### config.mk
export PLATFORM = sky130hd
export DESIGN_NAME = sacc_core
export DESIGN_NICKNAME = d
export VERILOG_FILES = /design/src/design/sacc_pkg.sv /design/src/design/sacc_divider.sv /design/src/design/sacc_core.sv
export VERILOG_INCLUDE_DIRS = /design/src /design/src/design
export SDC_FILE = /design/constraint.sdc
export NUM_CORES = 1
export LEC_CHECK = 0
export ABC_AREA = 0
export BUFFER_PORTS_ARGS = -buffer_cell sky130_fd_sc_hd__buf_2
export CAP_MARGIN = 20
export CORE_ASPECT_RATIO = 0.8
export CORE_MARGIN = 10
export CORE_UTILIZATION = 45
export DETAILED_ROUTE_END_ITERATION = 6
export PLACE_DENSITY = 0.75
export SYNTH_ARGS = -nofsm -noshare
export SYNTH_HDL_FRONTEND = slang
export SYNTH_SLANG_ARGS = --single-unit
### constraint.sdc
create_clock -name pclk -period 4.2 [get_ports pclk]
set_input_delay 0.63 -clock pclk [delete_from_list [all_inputs] [get_ports pclk]]
set_output_delay 0.63 -clock pclk [all_outputs]
set_load 0.05 [all_outputs]
### src/design/sacc_defs.svh
`ifndef SACC_DEFS_SVH
`define SACC_DEFS_SVH
// register byte offsets
`define SACC_OFS_CTRL 12'h000
`define SACC_OFS_MUX 12'h004
`define SACC_OFS_COMMAND 12'h008
`define SACC_OFS_FLAGS 12'h00C
`define SACC_OFS_INTCTRL 12'h010
`define SACC_OFS_RESULT 12'h014
`define SACC_OFS_STATUS 12'h018
// control register fields
`define SACC_CTRL_ENABLE 0
`define SACC_CTRL_START_EVENT_INPUT_ENABLE 1
`define SACC_CTRL_DEBUG_RUN_ENABLE 2
`define SACC_CTRL_RESOLUTION_SELECT 3
`define SACC_CTRL_REF_LSB 4
`define SACC_CTRL_DIV_LSB 8
`define SACC_CTRL_ACC_LSB 12
// reset values
`define SACC_REF_RESET 2'h0
`define SACC_DIV_RESET 3'h0
`define SACC_ACC_RESET 3'h0
`define SACC_CH_RESET 4'h0
// conversion length in conversion-clock cycles, and the cap on the accumulation count select
`define SACC_CONV_CYCLES 4'hD
`define SACC_ACC_MAX 3'h6
`endif

### src/design/sacc_pkg.sv
package sacc_pkg;
	typedef enum logic [1:0] {
		SACC_IDLE = 2'b00,
		SACC_WAIT = 2'b01,
		SACC_CONV = 2'b10
	} sacc_state_type;
endpackage : sacc_pkg

### src/design/sacc_divider.sv
// conversion clock tick from pclk by power-of-two division
module sacc_divider (
	input wire logic pclk,
	input wire logic presetn,
	input wire logic clk_en,
	input wire logic run,
	input wire logic restart,
	input wire logic [2:0] div_sel,
	output logic tick
);
	typedef struct packed {
		logic [8:0] cnt;
		logic tick;
	} sacc_div_type;

	sacc_div_type cur;
	sacc_div_type next_cur;
	logic [8:0] limit;
	// shift amount widened so the top setting does not wrap to zero
	assign limit = 9'((9'h001 << ({1'b0, div_sel} + 4'h1)) - 9'h001);

	always_comb begin
		next_cur = cur;
		next_cur.tick = 1'b0;
		if (!run || restart) begin
			next_cur.cnt = 9'h000;
		end else if (cur.cnt >= limit) begin
			next_cur.cnt = 9'h000;
			next_cur.tick = 1'b1;
		end else begin
			next_cur.cnt = 9'(cur.cnt + 9'h001);
		end
	end

	// clock enable low holds the count instead of clearing it
	always_ff @(posedge pclk or negedge presetn) begin
		if (!presetn) begin
			cur <= '0;
		end else if (clk_en) begin
			cur <= next_cur;
		end
	end

	assign tick = cur.tick;
endmodule : sacc_divider

### src/design/sacc_core.sv
`include "sacc_defs.svh"
module sacc_core (
	input wire logic pclk,
	input wire logic presetn,
	input wire logic clk_en,
	input wire logic psel,
	input wire logic penable,
	input wire logic pwrite,
	input wire logic [11:0] paddr,
	input wire logic [31:0] pwdata,
	output logic [31:0] prdata,
	output logic pready,
	output logic pslverr,
	input wire logic start_event,
	input wire logic debug_halt,
	input wire logic touch_controller_active,
	input wire logic [9:0] sar_sample,
	output logic [3:0] input_channel_active,
	output logic [1:0] reference_active,
	output logic sample_hold,
	output logic irq
);
	import sacc_pkg::*;

	typedef struct packed {
		logic enable;
		logic start_event_input_enable;
		logic debug_run_enable;
		logic resolution_select;
		logic [1:0] reference_select;
		logic [2:0] clock_divider_select;
		logic [2:0] accumulation_count_select;
		logic [3:0] input_channel_select;
		logic [3:0] chan_act;
		logic [1:0] ref_act;
		logic start_conversion_bit;
		logic from_event;
		logic result_ready_flag;
		logic result_ready_int_enable;
		sacc_state_type state;
		logic [3:0] cyc;
		logic [6:0] samples_left;
		logic [15:0] acc;
		logic [15:0] result;
		logic ev_s1;
		logic ev_s2;
		logic ev_prev;
		logic dbg_s1;
		logic dbg_s2;
		logic tch_s1;
		logic tch_s2;
		logic sample_hold;
		logic irq;
		logic [31:0] prdata;
		logic pready;
		logic pslverr;
	} sacc_regs_type;

	sacc_regs_type cur;
	sacc_regs_type next_cur;
	logic tick;
	logic restart;
	logic run;

	function automatic logic [6:0] sample_total(input logic [2:0] sel);
		logic [2:0] s;
		s = (sel > `SACC_ACC_MAX) ? `SACC_ACC_MAX : sel;
		sample_total = 7'(7'h01 << s);
	endfunction : sample_total

	function automatic logic valid_channel(input logic [3:0] ch);
		valid_channel = (ch <= 4'hD); // pins 0-11, 12 ground, 13 internal reference
	endfunction : valid_channel

	// frozen in debug halt unless the debug run bit is set
	assign run = cur.enable && (!cur.dbg_s2 || cur.debug_run_enable);

	sacc_divider u_div (
		.pclk(pclk),
		.presetn(presetn),
		.clk_en(clk_en),
		.run(run),
		.restart(restart),
		.div_sel(cur.clock_divider_select),
		.tick(tick)
	);

	logic access;
	logic wr;
	logic rd;
	logic ev_edge;
	logic sw_start;
	logic start_req;
	assign access = psel && penable && !cur.pready;
	assign wr = access && pwrite;
	assign rd = access && !pwrite;
	assign ev_edge = cur.ev_s2 && !cur.ev_prev;
	assign sw_start = wr && (paddr == `SACC_OFS_COMMAND) && pwdata[0] && !cur.start_event_input_enable;
	// touch controller owns the converter, so user starts are dropped
	assign start_req = run && !cur.tch_s2 && (cur.state == SACC_IDLE) && (sw_start || (ev_edge
		&& cur.start_event_input_enable));
	assign restart = clk_en && start_req;

	always_comb begin
		logic done;
		logic mapped;
		done = 1'b0;
		mapped = 1'b1;
		next_cur = cur;
		next_cur.pready = 1'b0;
		next_cur.pslverr = 1'b0;
		next_cur.ev_s1 = start_event;
		next_cur.ev_s2 = cur.ev_s1;
		next_cur.ev_prev = cur.ev_s2;
		next_cur.dbg_s1 = debug_halt;
		next_cur.dbg_s2 = cur.dbg_s1;
		next_cur.tch_s1 = touch_controller_active;
		next_cur.tch_s2 = cur.tch_s1;
		next_cur.sample_hold = 1'b0;

		// selections track while idle and enabled, locked during conversion
		if (cur.enable && cur.state == SACC_IDLE) begin
			next_cur.chan_act = cur.input_channel_select;
			next_cur.ref_act = cur.reference_select;
		end

		if (start_req) begin
			next_cur.start_conversion_bit = 1'b1;
			next_cur.from_event = !sw_start;
			next_cur.state = SACC_WAIT;
			next_cur.samples_left = sample_total(cur.accumulation_count_select);
			next_cur.acc = 16'h0000;
		end

		if (run) begin
			case (cur.state)
				SACC_IDLE: begin
				end
				SACC_WAIT: begin
					if (tick) begin
						next_cur.state = SACC_CONV;
						next_cur.cyc = 4'h1;
					end
				end
				SACC_CONV: begin
					if (tick) begin
						if (cur.cyc == 4'h2) begin
							next_cur.sample_hold = 1'b1;
						end
						if (cur.cyc == `SACC_CONV_CYCLES) begin
							next_cur.acc = 16'(cur.acc + (cur.resolution_select ? {8'h00, sar_sample[9:2]} :
								{6'h00, sar_sample}));
							next_cur.samples_left = 7'(cur.samples_left - 7'h01);
							next_cur.cyc = 4'h1;
							if (cur.samples_left == 7'h01) begin
								done = 1'b1;
							end
						end else begin
							next_cur.cyc = 4'(cur.cyc + 4'h1);
						end
					end
				end
				default: next_cur.state = SACC_IDLE;
			endcase
		end else if (!cur.enable) begin
			next_cur.state = SACC_IDLE;
			next_cur.start_conversion_bit = 1'b0;
		end

		if (done) begin
			next_cur.state = SACC_IDLE;
			next_cur.result = 16'(cur.acc + (cur.resolution_select ? {8'h00, sar_sample[9:2]} :
				{6'h00, sar_sample}));
			next_cur.start_conversion_bit = 1'b0;
			next_cur.chan_act = cur.input_channel_select;
		end

		if (access) begin
			next_cur.pready = 1'b1;
			next_cur.prdata = 32'h00000000;
			case (paddr)
				`SACC_OFS_CTRL: begin
					next_cur.prdata = {17'h00000, cur.accumulation_count_select, 1'b0, cur.clock_divider_select,
						2'h0, cur.reference_select, cur.resolution_select, cur.debug_run_enable,
						cur.start_event_input_enable, cur.enable};
					if (pwrite) begin
						next_cur.enable = pwdata[`SACC_CTRL_ENABLE];
						next_cur.start_event_input_enable = pwdata[`SACC_CTRL_START_EVENT_INPUT_ENABLE];
						next_cur.debug_run_enable = pwdata[`SACC_CTRL_DEBUG_RUN_ENABLE];
						next_cur.resolution_select = pwdata[`SACC_CTRL_RESOLUTION_SELECT];
						next_cur.reference_select = pwdata[`SACC_CTRL_REF_LSB +: 2];
						next_cur.clock_divider_select = pwdata[`SACC_CTRL_DIV_LSB +: 3];
						next_cur.accumulation_count_select = pwdata[`SACC_CTRL_ACC_LSB +: 3];
					end
				end
				`SACC_OFS_MUX: begin
					next_cur.prdata = {28'h0000000, cur.input_channel_select};
					if (pwrite && valid_channel(pwdata[3:0])) begin
						next_cur.input_channel_select = pwdata[3:0];
					end
				end
				`SACC_OFS_COMMAND: next_cur.prdata = {31'h00000000, cur.start_conversion_bit};
				`SACC_OFS_FLAGS: begin
					next_cur.prdata = {31'h00000000, cur.result_ready_flag};
					if (pwrite && pwdata[0]) begin
						next_cur.result_ready_flag = 1'b0;
					end
				end
				`SACC_OFS_INTCTRL: begin
					next_cur.prdata = {31'h00000000, cur.result_ready_int_enable};
					if (pwrite) begin
						next_cur.result_ready_int_enable = pwdata[0];
					end
				end
				`SACC_OFS_RESULT: begin
					next_cur.prdata = {16'h0000, cur.result};
					if (!pwrite) begin
						next_cur.result_ready_flag = 1'b0;
					end
				end
				`SACC_OFS_STATUS: next_cur.prdata = {24'h000000, cur.ref_act, cur.chan_act, cur.state};
				default: mapped = 1'b0;
			endcase
			next_cur.pslverr = !mapped;
		end

		// set wins over a clear in the same cycle
		if (done) begin
			next_cur.result_ready_flag = 1'b1;
		end
		next_cur.irq = next_cur.result_ready_flag && next_cur.result_ready_int_enable;
	end

	always_ff @(posedge pclk or negedge presetn) begin
		if (!presetn) begin
			cur <= '0;
			cur.reference_select <= `SACC_REF_RESET;
			cur.ref_act <= `SACC_REF_RESET;
			cur.clock_divider_select <= `SACC_DIV_RESET;
			cur.accumulation_count_select <= `SACC_ACC_RESET;
			cur.input_channel_select <= `SACC_CH_RESET;
			cur.chan_act <= `SACC_CH_RESET;
			cur.state <= SACC_IDLE;
		end else if (clk_en) begin
			cur <= next_cur;
		end
	end

	assign prdata = cur.prdata;
	assign pready = cur.pready;
	assign pslverr = cur.pslverr;
	assign input_channel_active = cur.chan_act;
	assign reference_active = cur.ref_act;
	assign sample_hold = cur.sample_hold;
	assign irq = cur.irq;
endmodule : sacc_core

* Word level (Yosys, flattened, before mapping) *
Index checks and enable logic that the tools add are counted.

word-level totals
  register bits after elaboration = 108
  bits of input ports = 63
  output and inout bits = 42
  word-level logic and storage cells = 144

operators by class
  shifts and indexed selects = 2
  multiplexer cells = 45
  $add $sub $neg = 6
  reductions and logical operators = 42
  equal/unequal tests = 13
  order comparisons = 3

operators by type and width
  kind                                                                     count
  16-bit case mux with 7 select lines                                      1
  23-bit 2-to-1 mux                                                        4
  12-bit by 5-bit equality test with 1-bit output (second input constant)  3
  27-bit 2-to-1 mux                                                        1
  12-bit by 4-bit equality test with 1-bit output (second input constant)  2
  1-bit 2-to-1 mux                                                         21
  9-bit 2-to-1 mux                                                         2
  1-bit logical AND                                                        17
  16-bit by 10-bit adder with 16-bit output                                1
  2-bit 2-to-1 mux                                                         7
  12-bit by 3-bit equality test with 1-bit output (second input constant)  1
  12-bit logical NOT                                                       1
  6-bit 2-to-1 mux                                                         2
  10-bit 2-to-1 mux                                                        1
  2-bit AND reduction                                                      5
  9-bit by 1-bit adder with 9-bit output (second input constant)           1
  9-bit greater-or-equal comparator                                        1
  1-bit by 4-bit << shifter with 9-bit output (first input constant)       1
  9-bit by 1-bit subtractor with 9-bit output (second input constant)      1
  1-bit logical NOT                                                        8
  4-bit 2-to-1 mux                                                         2
  4-bit case mux with 2 select lines                                       1
  4-bit AND reduction                                                      2
  7-bit by 1-bit equality test with 1-bit output (second input constant)   1
  20 further kinds                                                         24

* Longest topological paths before layout *
  depth in word-level cells = 13
  depth in mapped cells = 16
  depth with buffers taken out = 13

* Modules after synthesis *
Synthesis repeated with hierarchy kept, for this count alone.

unflattened totals
  cells, all modules = 636
  area, all modules = 6,452.4 µm²

by module, submodules not included
  module        area each (µm²)  instances  cells an instance
  sacc_core     5,562.8          1          544
  sacc_divider  889.6            1          92

* Worst setup path before layout *
Ideal clock, no wire load.

  path kind = register to register
  from = reg cur[107] (netlist bit)
  to = reg u_div.cur[4] (netlist bit)
  cell stages (with the launch flop) = 16
  buffers on the path = 3
  data arrival time = 2.955 ns
  path slack = 1.166 ns
  period minus slack after synthesis = 3.034 ns
  cell sequence = dfrtp_1 -> clkbuf_1 -> nor3_1 -> inv_1 -> ha_1 -> buf_1 -> nor2_1 -> nand2_1 -> nand2_1 -> a22oi_1 -> ha_1 -> or4_1 -> o22ai_1 -> clkbuf_1 -> a41oi_1 -> mux2i_1

on the way
  cells in the longest elaborated chain, start to end = 6

RTL lines
  item                                         RTL line            source
  from (decl)                                  sacc_core.sv:59     sacc_regs_type cur;
  from (signal assigned)                       sacc_core.sv:245    cur <= next_cur;
  3-bit by 1-bit adder with 4-bit output       sacc_divider.sv:20  assign limit = 9'((9'h001 << ({1'b0, div_sel} + 4'h1)) - 9'h001);
  1-bit by 4-bit << shifter with 9-bit output  sacc_divider.sv:20
  9-bit by 1-bit subtractor with 9-bit output  sacc_divider.sv:20
  9-bit greater-or-equal comparator            sacc_divider.sv:27  end else if (cur.cnt >= limit) begin
  9-bit 2-to-1 mux                             sacc_divider.sv:27
  9-bit 2-to-1 mux                             sacc_divider.sv:25  if (!run || restart) begin
  to (signal assigned)                         sacc_divider.sv:40  cur <= next_cur;
  to (decl)                                    sacc_divider.sv:16  sacc_div_type cur;

Every way passes these cells.
A chain may end at the register's enable or synchronous reset.

* Worst setup path after layout *
  from = reg cur[106] (netlist bit)
  to = reg u_div.cur[6] (netlist bit)

The elaborated chain is that of the path after synthesis.

==> out/qor.txt <==
critical path's largest stage delay: 0.51 ns
crit path from: cur[106]
first-pass GRT wire length: 26500 um
Initial DRT Pass Iterations: 5
Final Setup Violations: 0
R2R cell count: 13
Remaining DRCs: 0
clock root buffer: clkbuf_16
TritonCTS buffer count: 9
reg2reg start: cur[106]
# clock sinks: 107
hold buffers post-CTS: 0
diode count: 0
Post-CTS Setup Inserts: 0
Cell Rows: 38
Worst slew margin: 0.304
Setup CP Type: reg2reg
detailed placer's ending HPWL: 11800 um
Critical Path RT: 4.46 ns
Final Hold Slack: 0.376 ns
PortBufs: 68
synthesized instance count: 634
Pwr per Cell Area: 339 nW/um2
Seq/Total Area, Yosys: 0.417
status: finished, final reports clean
Worst Max-Slew Pin Slew: 1.04 ns
Synth area leader: dfrtp_1
Post-Syn Area: 6420 um2
vias per cell: 5.92
total grt overflow: 0
Leak: 3.25 nW
Synth top area share: 0.417
clk buf depth: 2
max-slew violations: 0
Worst Skew: 0.0145 ns
EDFF count, synth: 0
Area Growth Syn to Fin: 8.07%
routability cong.: 0.889
Min-Delay Path Class: in2async
setup_tns: 0 ns
Mean Syn Cell Area: 10.1 um2
Area contributors post-synth: dfrtp_1 42%, mux2_2 6.5%, ha_1 5.5%
min Tclk post-route: 3.16 ns
area of the multi-input gates: 3290 um2
CTS clk-pin slew, worst paths: 0.07 ns
die footprint: 19500 um2
critical path, cell by cell: nor3_1, inv_1, ha_1, nor2_1, nand2_1, nand2_1, a22oi_1, ha_1, or4_1, o22ai_1, buf_4, nand2_1, o31ai_1
CTS tree: done
Yosys reg bits: 107
# placed instances: 839
Total Routing Usage GR: 0.163
Synth async-reset ratio: 1.00
fin nets: 762
Non-Filler Instances: 855
nature of the critical path startpoint: flip-flop
Max-Cap Viols: 0
most used cell, CP: nand2_1
Placeable Area: 13800 um2
Peak Freq: 0.317 GHz
CP max-delay cell: or4_1
initial antenna violation count: 0
Arrival @ worst endpoint: 3.42 ns
FF/Latch Area: 2680 um2
vias in the first global route: 5142
Max Fanout on Critical Path: 12
fin crit share: 0.752
Final Hold Viols: 0
ys flop type: dfrtp_1
DIE HEIGHT: 127 um
unrepaired setup endpoints after global routing: no
Starting DRT DRC Count: 400
Worst setup EP type: flip-flop
Via Count: 5065
Distinct cells, synth: 82
remaining antenna violation count after routing: 0
WL per Instance: 18.7 um
Die W: 154 um
share of cells above drive strength 1: 0.236
Initial Utilization: 0.466
# fillers: 1241
Peak supply drop: 0.000218 V
yosys warns: 0
I/O pins: 105
Routed WL: 16000 um
post_cts resized: 0
largest net degree at the start of global routing: 73
Worst-Skew Late Latency: 0.36 ns
# H-tree levels: 3
[kinds of logic (layout without fill, tap and decap cells)]
| group | count (synthesis) | after routing | synth area share |
|---|---|---|---|
| AOI/OAI and AO/OA | 153 | 153 | 0.167 |
| xor gates and xnor gates | 16 | 16 | 0.0218 |
| adders and majority gates | 29 | 29 | 0.0577 |
| buffers and inverters | 81 | 106 | 0.0789 |
| DFF | 107 | 107 | 0.417 |
| muxes | 52 | 52 | 0.0940 |
| other | 2 | 18 | 0.00117 |
| and+or+nand+nor | 194 | 194 | 0.162 |
[cells in the mapped netlist, types with 4 or more instances]
| library cell | instances |
|---|---|
| a21oi_1 | 26 |
| buf_6 | 5 |
| mux2i_1 | 7 |
| o31ai_1 | 4 |
| a41oi_1 | 4 |
| nor2b_1 | 5 |
| inv_1 | 14 |
| nand3_1 | 21 |
| and3_1 | 8 |
| a221oi_1 | 8 |
| a31oi_1 | 4 |
| ha_1 | 28 |
| mux2_4 | 4 |
| a22o_1 | 11 |
| o21ai_0 | 34 |
| o21a_1 | 6 |
| xor2_1 | 5 |
| nand2_1 | 48 |
| a21o_1 | 4 |
| nor2_1 | 54 |
| xnor2_1 | 11 |
| nor3_1 | 11 |
| nand2b_1 | 9 |
| buf_4 | 40 |
| o21ai_1 | 6 |
| clkbuf_1 | 13 |
| dfrtp_1 | 107 |
| buf_2 | 4 |
| mux2_2 | 37 |
[power breakdown]
group	switching (mW)	total (mW)	internal [mW]
combinational	0.284	0.408	0.124
sequential	0.0382	1.11	1.08
clock	0.392	0.828	0.436
total	0.714	2.35	1.63
[through the flow]
| step | area, um2 | utilization | power, mW | worst slack (ns) |
|---|---|---|---|---|
| floorplan | 6480 | - | 1.45 | 1.17 |
| global placement | 6650 | 0.482 | 1.52 | 1.19 |
| detailed placement | 6650 | 0.482 | 1.54 | 1.09 |
| CTS | 6940 | 0.503 | 2.36 | 1.06 |
| global route | 6940 | 0.503 | 2.45 | 0.722 |
| finish | 6940 | 0.503 | 2.35 | 1.04 |
[sequential cells by signal (all words and copies together), names as in the netlist]
register and flops:
pready 1, sample_hold 1, cur 71, pslverr 1, reference_active 2, u_div.cur 9, prdata 16, input_channel_active 4
u_div.tick 1, irq 1
[cells in the final DEF (no fill, tap or decap), types with 9 or more instances in the layout]
cell type  count
a21oi_1       26
a22o_1        11
buf_2         67
clkbuf_16      9
conb_1        18
dfrtp_1      107
ha_1          28
inv_1         14
mux2_2        37
nand2_1       48
nand2b_1       9
nand3_1       21
nor2_1        54
nor3_1        11
o21ai_0       34
xnor2_1       11
[final cells by class]
| cell class | instances | area share |
|---|---|---|
| clock buffer | 11 | 0.0364 |
| clock inverter | 5 | 0.00505 |
| inverter | 15 | 0.00812 |
| multi-input combinational | 462 | 0.475 |
| sequential | 107 | 0.386 |
| tap | 180 | 0.0325 |
| timing repair buffer | 75 | 0.0570 |
[metal layers]
| layer | global-route usage | routed length (um) | vias to the layer above |
|---|---|---|---|
| met3 | 0.0449 | 1210 | 24 |
| li1 | - | - | 2329 |
| met1 | 0.208 | 7030 | 2506 |
| met4 | 0.0516 | 285 | 0 |
| met2 | 0.265 | 7500 | 206 |
| met5 | 0 | 0 | - |
[path summary, 6_finish.rpt]
path	end	slack (ns)
min in group pclk	prdata[11]	0.48
worst min-delay path	u_div.cur[2]	0.38
worst max register to register	u_div.cur[6]	1.04
worst min register to register	prdata[11]	0.48
worst max-delay path	u_div.cur[6]	1.04
max in group asynchronous	cur[98]	2.96
[critical path: cells and delay by family, from the launching register on]
family                     cells  cell delay, ns
AOI/OAI and AO/OA              3            0.47
adders and majority gates      2            0.52
buffers and inverters          2            0.30
DFF                            1            0.50
and+or+nand+nor                6            1.28
Note: power is estimated with default switching activity, not from simulation.
